File: src/common/autoload_pkg.sv
// Package: word addresses, field positions, defaults and types for autoload
package autoload_pkg;
   localparam logic [7:0]  ADDR_DETECT     = 8'h23;
   localparam logic [7:0]  ADDR_REV_A      = 8'h27;
   localparam logic [7:0]  ADDR_REV_B      = 8'h28;
   localparam logic [7:0]  ADDR_SETUP      = 8'h29;
   localparam logic [7:0]  ADDR_FINFO      = 8'h2B;
   localparam int          DET_CKSUM_BIT   = 15;
   localparam int          SET_MSI_BIT     = 15;
   localparam int          SET_NMI_BIT     = 13;
   localparam int          SET_PULL_BIT    = 12;
   localparam int          SET_P1_BIT      = 9;
   localparam int          SET_P0_BIT      = 8;
   localparam int          FI_ROM_LSB      = 8;
   localparam int          FI_PF_LSB       = 3;
   localparam int          FI_SWFA_BIT     = 2;
   localparam int          FI_MAP_BIT      = 1;
   localparam logic [7:0]  KEY_THIRD       = 8'h3D;
   localparam logic [7:0]  KEY_SECOND      = 8'h2D;
   localparam logic [7:0]  KEY_FIRST       = 8'h1D;
   localparam logic [3:0]  ROM_CODE_MAX    = 4'h8;
   localparam logic [3:0]  PF_CODE_MAX     = 4'h7;
   localparam logic [23:0] CLASS_STORAGE   = 24'h01_0000;
   localparam logic [23:0] CLASS_NETWORK   = 24'h02_0000;
   // Reset value of the MSI, NMI, pull-up and flash access default fields before loading
   localparam logic        DEF_MSI         = 1'b1;
   localparam logic        DEF_NMI         = 1'b1;
   localparam logic        DEF_PULL        = 1'b1;
   localparam logic        DEF_SWFA        = 1'b1;
   // Revision identifier default (arbitrary value)
   localparam logic [7:0]  DEF_REVISION_IDENTIFIER_REG      = 8'h01;

   typedef enum logic [2:0] {
      ST_DETECT, ST_REV_A, ST_REV_B, ST_SETUP, ST_FINFO, ST_DONE
   } load_state_t;

   typedef struct packed {
      logic        cksum_valid;
      logic [7:0]  rev_override_first;
      logic [7:0]  rev_override_second;
      logic [7:0]  rev_override_third;
      logic        msi_capability_enable;
      logic        nmi_route_enable;
      logic        software_definable_pins_pullup;
      logic [23:0] class_port0;
      logic [23:0] class_port1;
      logic [4:0]  rom_size_log2_kb;
      logic [4:0]  pflash_size_log2_kb;
      logic        software_flash_access_default;
      logic        flash_map_parallel;
   } cfg_t;
endpackage

File: src/hw/nvm_autoload_config.sv
// Autoload of configuration words from NVM and revision key override
`timescale 1ns/1ns
// Summary of operation
// - Bit 15 of word 23h is captured as the checksum-verified flag.
// - A revision key 3Dh, 2Dh or 1Dh returns the third, second or first byte.
// - Word 29h is loaded and its fields drive internal settings.
// - Bit 15 of word 29h sets the MSI capability declaration, default on.
// - Bit 13 of word 29h allows IOCHK interrupts over the serial line.
// - Bit 12 of word 29h holds the general pins pulled up until released.
// - Bit 9 of word 29h picks storage or network class for the second port.
// - Bit 8 of word 29h picks storage or network class for the first port.
// - Word 2Bh is loaded and its sizing and access fields are applied.
// - Bits 11 to 8 of word 2Bh size the expansion ROM, 64 KB to 16 MB.
// - Bits 6 to 3 of word 2Bh size the parallel flash, 64 KB to 8 MB.
// - Bit 2 of word 2Bh is the reset default of flash access bit 7.
// - Bit 1 of word 2Bh selects serial or parallel mapped flash.
module nvm_autoload_config
   import autoload_pkg::*;
(
   input  wire logic        clk_i,
   input  wire logic        rst_i,
   output logic             rd_req_o,
   output logic [7:0]       rd_addr_o,
   input  wire logic        rd_ack_i,
   input  wire logic [15:0] rd_data_i,
   input  wire logic        rev_key_we_i,
   input  wire logic [7:0]  rev_key_i,
   input  wire logic        pullup_release_i,
   output logic [7:0]       revision_identifier_reg_o,
   output cfg_t             cfg_o,
   output logic             pins_pullup_o,
   output logic             cfg_ready_o
);
   typedef struct packed {
      load_state_t st;
      cfg_t        cfg;
      logic [7:0]  key;
      logic        pull;
      logic [7:0]  rev;
      logic [7:0]  addr;
   } state_t;

   state_t     s_r;
   state_t     s_nxt;
   logic [4:0] rom_l2;
   logic [4:0] pf_l2;

   size_decode #(.MAX_CODE(ROM_CODE_MAX)) u_rom (
      .code_i    (rd_data_i[FI_ROM_LSB +: 4]),
      .log2_kb_o (rom_l2)
   );
   size_decode #(.MAX_CODE(PF_CODE_MAX)) u_pf (
      .code_i    (rd_data_i[FI_PF_LSB +: 4]),
      .log2_kb_o (pf_l2)
   );

   always_comb begin
      s_nxt = s_r;
      if (rev_key_we_i) begin
         s_nxt.key = rev_key_i;
      end
      if (pullup_release_i) begin
         s_nxt.pull = 1'b0;
      end
      case (s_r.st)
         ST_DETECT: begin
            if (rd_ack_i) begin
               s_nxt.cfg.cksum_valid = rd_data_i[DET_CKSUM_BIT];
               s_nxt.st = ST_REV_A;
            end
         end
         ST_REV_A: begin
            if (rd_ack_i) begin
               s_nxt.cfg.rev_override_third  = rd_data_i[15:8];
               s_nxt.cfg.rev_override_second = rd_data_i[7:0];
               s_nxt.st = ST_REV_B;
            end
         end
         ST_REV_B: begin
            if (rd_ack_i) begin
               s_nxt.cfg.rev_override_first = rd_data_i[15:8];
               s_nxt.st = ST_SETUP;
            end
         end
         ST_SETUP: begin
            if (rd_ack_i) begin
               s_nxt.cfg.msi_capability_enable =
                  rd_data_i[SET_MSI_BIT];
               s_nxt.cfg.nmi_route_enable = rd_data_i[SET_NMI_BIT];
               s_nxt.cfg.software_definable_pins_pullup =
                  rd_data_i[SET_PULL_BIT];
               s_nxt.pull = rd_data_i[SET_PULL_BIT];
               s_nxt.cfg.class_port1 = rd_data_i[SET_P1_BIT] ?
                  CLASS_STORAGE : CLASS_NETWORK;
               s_nxt.cfg.class_port0 = rd_data_i[SET_P0_BIT] ?
                  CLASS_STORAGE : CLASS_NETWORK;
               s_nxt.st = ST_FINFO;
            end
         end
         ST_FINFO: begin
            if (rd_ack_i) begin
               s_nxt.cfg.rom_size_log2_kb    = rom_l2;
               s_nxt.cfg.pflash_size_log2_kb = pf_l2;
               s_nxt.cfg.software_flash_access_default =
                  rd_data_i[FI_SWFA_BIT];
               s_nxt.cfg.flash_map_parallel = rd_data_i[FI_MAP_BIT];
               s_nxt.st = ST_DONE;
            end
         end
         ST_DONE: begin
            s_nxt.st = ST_DONE;
         end
         default: begin
            s_nxt.st = ST_DETECT;
         end
      endcase
      // Revision value chosen by last written key
      case (s_nxt.key)
         KEY_THIRD:  s_nxt.rev = s_nxt.cfg.rev_override_third;
         KEY_SECOND: s_nxt.rev = s_nxt.cfg.rev_override_second;
         KEY_FIRST:  s_nxt.rev = s_nxt.cfg.rev_override_first;
         default:    s_nxt.rev = DEF_REVISION_IDENTIFIER_REG;
      endcase
      // Word address per load step
      case (s_nxt.st)
         ST_DETECT: s_nxt.addr = ADDR_DETECT;
         ST_REV_A:  s_nxt.addr = ADDR_REV_A;
         ST_REV_B:  s_nxt.addr = ADDR_REV_B;
         ST_SETUP:  s_nxt.addr = ADDR_SETUP;
         ST_FINFO:  s_nxt.addr = ADDR_FINFO;
         default:   s_nxt.addr = 8'h00;
      endcase
   end

   always_ff @(posedge clk_i or posedge rst_i) begin
      if (rst_i) begin
         s_r.st   <= ST_DETECT;
         s_r.key  <= 8'h00;
         s_r.pull <= DEF_PULL;
         s_r.rev  <= DEF_REVISION_IDENTIFIER_REG;
         s_r.addr <= ADDR_DETECT;
         s_r.cfg  <= '{cksum_valid: 1'b0,
                       rev_override_first: 8'h00,
                       rev_override_second: 8'h00,
                       rev_override_third: 8'h00,
                       msi_capability_enable: DEF_MSI,
                       nmi_route_enable: DEF_NMI,
                       software_definable_pins_pullup: DEF_PULL,
                       class_port0: CLASS_NETWORK,
                       class_port1: CLASS_NETWORK,
                       rom_size_log2_kb: 5'd6,
                       pflash_size_log2_kb: 5'd6,
                       software_flash_access_default: DEF_SWFA,
                       flash_map_parallel: 1'b0};
      end else begin
         s_r <= s_nxt;
      end
   end

   assign rd_addr_o     = s_r.addr;
   assign rd_req_o      = (s_r.st != ST_DONE);
   assign cfg_ready_o   = (s_r.st == ST_DONE);
   assign cfg_o         = s_r.cfg;
   assign pins_pullup_o = s_r.pull;

   assign revision_identifier_reg_o = s_r.rev;

   a_ready_after_load: assert property (@(posedge clk_i) disable iff (rst_i)
      (s_r.st == ST_FINFO && rd_ack_i) |=> cfg_ready_o)
      else $error("ready not raised after last word");
   a_ready_stays: assert property (@(posedge clk_i) disable iff (rst_i)
      cfg_ready_o |=> cfg_ready_o)
      else $error("ready dropped");
   a_cksum_flag: assert property (@(posedge clk_i) disable iff (rst_i)
      (s_r.st == ST_DETECT && rd_ack_i) |=>
      cfg_o.cksum_valid == $past(rd_data_i[15]))
      else $error("checksum flag wrong");
   a_key_third: assert property (@(posedge clk_i) disable iff (rst_i)
      (rev_key_we_i && rev_key_i == 8'h3D) |=>
      revision_identifier_reg_o == cfg_o.rev_override_third)
      else $error("third override not returned");
   a_key_first: assert property (@(posedge clk_i) disable iff (rst_i)
      (rev_key_we_i && rev_key_i == 8'h1D) |=>
      revision_identifier_reg_o == cfg_o.rev_override_first)
      else $error("first override not returned");
   a_msi_load: assert property (@(posedge clk_i) disable iff (rst_i)
      (s_r.st == ST_SETUP && rd_ack_i) |=>
      cfg_o.msi_capability_enable == $past(rd_data_i[15]))
      else $error("msi bit not applied");
   a_nmi_load: assert property (@(posedge clk_i) disable iff (rst_i)
      (s_r.st == ST_SETUP && rd_ack_i) |=>
      cfg_o.nmi_route_enable == $past(rd_data_i[13]))
      else $error("nmi bit not applied");
   a_pull_release: assert property (@(posedge clk_i) disable iff (rst_i)
      (pullup_release_i && !(s_r.st == ST_SETUP && rd_ack_i)) |=>
      !pins_pullup_o)
      else $error("pull-ups not released");
   a_class_port1: assert property (@(posedge clk_i) disable iff (rst_i)
      (s_r.st == ST_SETUP && rd_ack_i && rd_data_i[9]) |=>
      cfg_o.class_port1 == 24'h01_0000)
      else $error("port1 class wrong");
   a_class_port0: assert property (@(posedge clk_i) disable iff (rst_i)
      (s_r.st == ST_SETUP && rd_ack_i && !rd_data_i[8]) |=>
      cfg_o.class_port0 == 24'h02_0000)
      else $error("port0 class wrong");
   a_rom_bad_code: assert property (@(posedge clk_i) disable iff (rst_i)
      (s_r.st == ST_FINFO && rd_ack_i && rd_data_i[11:8] > 4'h8) |=>
      cfg_o.rom_size_log2_kb == 5'd6)
      else $error("rom size fallback wrong");
   a_pf_max: assert property (@(posedge clk_i) disable iff (rst_i)
      (s_r.st == ST_FINFO && rd_ack_i && rd_data_i[6:3] == 4'h7) |=>
      cfg_o.pflash_size_log2_kb == 5'd13)
      else $error("pflash 8 MB wrong");
   a_swfa_map: assert property (@(posedge clk_i) disable iff (rst_i)
      (s_r.st == ST_FINFO && rd_ack_i) |=>
      cfg_o.software_flash_access_default == $past(rd_data_i[2]) &&
      cfg_o.flash_map_parallel == $past(rd_data_i[1]))
      else $error("flash access fields wrong");
endmodule

File: src/hw/size_decode.sv
// Size code to log2 of kilobytes, out-of-range codes fall back to 64 KB
`timescale 1ns/1ns
module size_decode
   import autoload_pkg::*;
#(
   parameter logic [3:0] MAX_CODE = 4'h8
) (
   input  wire logic [3:0] code_i,
   output logic      [4:0] log2_kb_o
);
   // 0000b is 64 KB (2^6 KB), each step doubles
   always_comb begin
      if (code_i <= MAX_CODE) begin
         log2_kb_o = 5'd6 + {1'b0, code_i};
      end else begin
         log2_kb_o = 5'd6;
      end
   end
endmodule

File: config.mk
export PLATFORM = sky130hd
export DESIGN_NAME = nvm_autoload_config
export DESIGN_NICKNAME = d
export VERILOG_FILES = /design/src/common/autoload_pkg.sv /design/src/hw/nvm_autoload_config.sv /design/src/hw/size_decode.sv
export SDC_FILE = /design/constraint.sdc
export NUM_CORES = 1
export LEC_CHECK = 0
export BUFFER_PORTS_ARGS = -buffer_cell sky130_fd_sc_hd__buf_4
export CAP_MARGIN = 0
export CORE_UTILIZATION = 50
export CTS_BUF_LIST = sky130_fd_sc_hd__clkbuf_4
export DETAILED_ROUTE_END_ITERATION = 12
export GPL_TIMING_DRIVEN = 1
export PLACE_DENSITY_LB_ADDON = 0.08
export SKIP_LAST_GASP = 1
export SYNTH_ARGS = -nofsm -noshare
export SYNTH_HDL_FRONTEND = slang
export SYNTH_SLANG_ARGS = --single-unit
File: constraint.sdc
create_clock -name clk_i -period 3.9 [get_ports clk_i]
set_input_delay 0.195 -clock clk_i [delete_from_list [all_inputs] [get_ports clk_i]]
set_output_delay 0.195 -clock clk_i [all_outputs]
set_load 0.005 [all_outputs]
### After elaboration in Yosys (flattened, before gate mapping)

Cells that the tools add are included.
Widths: inputs -> output; s select.

* add/sub/neg operators: 2
* magnitude comparators: 2
* equality and inequality tests: 13
* multiplexer cells: 20
* reductions and logical operators: 5

Operators by type and width (count)
* $mux 18: 2
* $mux 16: 2
* $pmux 6 s5: 1
* $mux 8: 3
* $pmux 8 s3: 1
* $pmux 3 s6: 1
* $eq 8x6->1 const B: 2
* $eq 3x2->1 const B: 4
* $mux 3: 4
* $add 3x4->5 const A: 2
* $mux 5: 2
* $eq 3x3->1 const B: 3
* $eq 8x5->1 const B: 1
* $eq 3x1->1 const B: 2
* $logic_not 3->1: 2
* $reduce_and 2->1: 3
* $le 4x3->1 const B: 1
* $le 4x4->1 const B: 1
* $mux 4: 1
* $mux 1: 3
* $ne 3x3->1 const B: 1

* bits in registers: 116
* input bits: 29
* output and inout bits: 107

### Depth between registers and ports, before layout

* depth in word-level cells: 4
* gate-level depth with buffers: 7

### By module

Synthesis repeated with hierarchy kept, for this count alone.

* cells, all modules: 345
* area, all modules: 3834.9 um^2

By module, submodules not included
* nvm_autoload_config: instances 1, cells an instance 324, area an instance 3699.8 um^2, seq. area each 1745.4 um^2
* size_decode at u_rom: instances 1, cells an instance 12, area an instance 81.3 um^2, seq. area each 0.0 um^2
* size_decode at u_pf: instances 1, cells an instance 9, area an instance 53.8 um^2, seq. area each 0.0 um^2

### Least setup slack after synthesis

OpenSTA, ideal clock, no wires.

* path kind: reg-to-reg
* from: reg s_r[113] (netlist bit)
* to: reg s_r (netlist bit revision_identifier_reg_o[0])
* library setup time: 0.077 ns
* arrival: 1.457 ns
* path slack: 2.366 ns
* cell stages (with the launch flop): 7
* buffers on the path: 2
* path through: dfrtp_1 > buf_6 > and4bb_1 > buf_6 > mux2_4 > a21o_1 > a21o_1

RTL lines
* from (decl): line nvm_autoload_config.sv:43 `state_t s_r;`
* from (signal assigned): line nvm_autoload_config.sv:156 `s_r <= s_nxt;`

==> reports/results.txt <==
Die Area = 8000 sq um
Layout Skew = 15.5 ps
Crit start category = register
Worst vdd ir = 0.183 mV
Pin count of the biggest net entering global routing = 37
Clock root buffer = clkbuf_4
Post-route ant nets = 0
Clock buffer depth = 2
Leakage = 2.13 nW
Synth top area share = 35.4%
Ys flop type = dfrtp_1
Crit path DAT = 2530 ps
Critical Path RT = 4180 ps
Row cnt = 31
Area leader, netlist = dfrtp_1
Fin nets = 421
#FFs+latches synth = 69
Mapped cell area = 3820 sq um
First-pass GRT wire length = 11200 um
Chip width = 89.4 um
Core Footprint = 7330 sq um
Initial DRC count = 90
CTS hold repair buffers = 8
PortBufs = 88
Setup Crit Path Kind = register to register
Final Worst Setup Slack = 1640 ps
DR WL/cell = 14.4 um
Most frequent cells after synthesis = buf_4 (104), dfrtp_1 (54), nand2_1 (31)
Clock Latency Late Sink = 410 ps
CTS Buf Count = 9
Post-Synthesis Cells = 354
CTS resizes = 0
Final hold vios = 0
Worst Setup Slack post-DPL = 1660 ps
H-tree levels = 3
Routed WL = 7100 um
GR Util All Layers = 19.2%
Status = complete, no violations
Max stage delay on crit path = 960 ps
Slew HR = 35.0%
GPL Wtd Cong = 0.740
Final setup TNS = 0 ps
CTS tree = built
Final Slew Violations = 0
RSZ-0062 raised after global routing = no
CP max stage cell = and4bb_1
Vias in the first global route = 2216
Placed cell count = 470
Async set or reset register ratio after synthesis = 100%
PD cells = 336 nW/um^2
Worst-path fanout max = 16
I/O pins = 136
Total setup buffers inserted after CTS = 0
Initial core utilization = 52.1%
Initial antenna violation count = 0
Seq/Total Area, Yosys = 45.7%
1st-pass router iterations = 4
Vias/cell = 4.73
CTS Sinks = 69
Count of flip-flops with a built-in enable after synthesis = 0
# Max-Cap Violations = 0
Layout cell share with drive strength beyond 1 = 37.7%
Count leader, synth = buf_4
Gr ovfl total = 0
Detail Placement HPWL = 5130 um
Antenna cells = 0
Final period util = 57.9%
Chip height = 89.4 um
Via Count = 2339
Crit end category = register
Non-filler cells, final = 494
Worst-margin pin slew = 968 ps
DRC Markers = 0
CP cell instances = and4bb_1, mux2_2, o2111ai_1, o211ai_1
Yosys cell types = 44
Synth-to-layout area growth = 8.28%
Synth area leaders = dfrtp_1 (35%), buf_4 (20%), dfstp_2 (10%)
Period minus WS final = 2260 ps
Mean post-synth cell area = 10.8 sq um
Max Freq = 443 MHz
Clk slew on worst S/H paths = 110 ps
Worst Hold Class = input port to register
Final setup vio count = 0
YS warnings = 0
==> state kept, by name (all words and copies together) (netlist names) <==
register / count
cfg_o: 44
revision_identifier_reg_o: 8
rd_addr_o: 5
pins_pullup_o: 1
s_r: 11
==> stage by stage <==
| step | utilization, % | total power, mW | cell area [sq um] | hold slack [ps] |
|---|---|---|---|---|
| floorplan | - | 0.871 | 3990 | 273 |
| global placement | 53.2 | 0.881 | 3900 | 358 |
| CTS | 56.4 | 1.41 | 4140 | 4.76 |
| global route | 56.4 | 1.46 | 4140 | 8.32 |
| detailed placement | 53.2 | 0.882 | 3900 | 356 |
| finish | 56.4 | 1.39 | 4140 | 27.3 |
==> critical path, delay by kind of cell (launching register included) <==
family / cells / cell delay [ps]
multiplexers: 1 / 430
AO/OA/AOI/OAI: 2 / 200
AND/OR/NAND/NOR: 1 / 960
flip-flops: 1 / 530
==> power breakdown <==
part	switching, mW	internal [mW]
sequential	0.0111	0.737
clock	0.261	0.255
combinational	0.0688	0.0561
==> layout make-up <==
class                   count  area, sq um
fillers                   683         3190
flip-flops and latches     69         1750
multi-input cells         197         1300
repair buffers             97          748
well taps                  99          124
clock inverters             7         90.1
clock buffers               9         67.6
inverters                  16         60.1
==> placed cells by master (no fill, tap or decap), types with 2 or more instances in the layout <==
cell type      instances
nand2_1               31
mux2_4                 4
and4bb_1               2
nand2b_1               3
nand3_1                6
dfrtp_1               54
dlygate4sd3_1          8
clkbuf_4               9
and2_1                 2
conb_1                47
dfstp_2               15
nand3b_1               5
inv_1                 15
nor2_1                 7
clkinvlp_4             3
nor4_4                 2
xnor2_1                2
bufinv_16              2
o2111ai_1              9
a21oi_1                3
o211ai_1              13
mux2i_1                7
o31ai_1                2
nor2b_1                2
buf_4                 89
clkinv_1               2
mux2_2                21
o21ai_0               10
ha_1                   2
a21o_1                 2
==> metal layers <==
metal	vias up	routed length, um	global-route usage, %
met1	1131	3240	25.9
met3	9	297	3.60
li1	1115	-	-
met5	-	0	0
met2	84	3450	30.5
met4	0	104	8.23
==> cell families after synthesis <==
logic type / count (synthesis) / share of synthesized area, %
buffers and inverters: 134 / 24.8
flip-flops: 69 / 45.7
AND/OR/NAND/NOR: 65 / 9.46
AO/OA/AOI/OAI: 48 / 9.07
multiplexers: 32 / 9.59
XOR/XNOR: 3 / 0.688
adder cells (fa/ha/maj): 2 / 0.655
other: 1 / 0.0981
==> final timing paths <==
| path | from | endpoint | slack, ps | depth (start not counted) |
|---|---|---|---|---|
| max | s_r[115] | revision_identifier_reg_o[2] | 1640 | 4 |
| min | rev_key_i[3] | s_r[20] | 30 | 2 |
| max reg2reg | s_r[115] | revision_identifier_reg_o[2] | 1640 | 4 |
| min reg2reg | cfg_o[62] | cfg_o[62] | 470 | 2 |
| max in group asynchronous | rst_i | cfg_o[61] | 2480 | 4 |
| min in group asynchronous | rst_i | cfg_o[52] | 440 | 3 |
No activity file was read; power rests on OpenSTA's default activity.
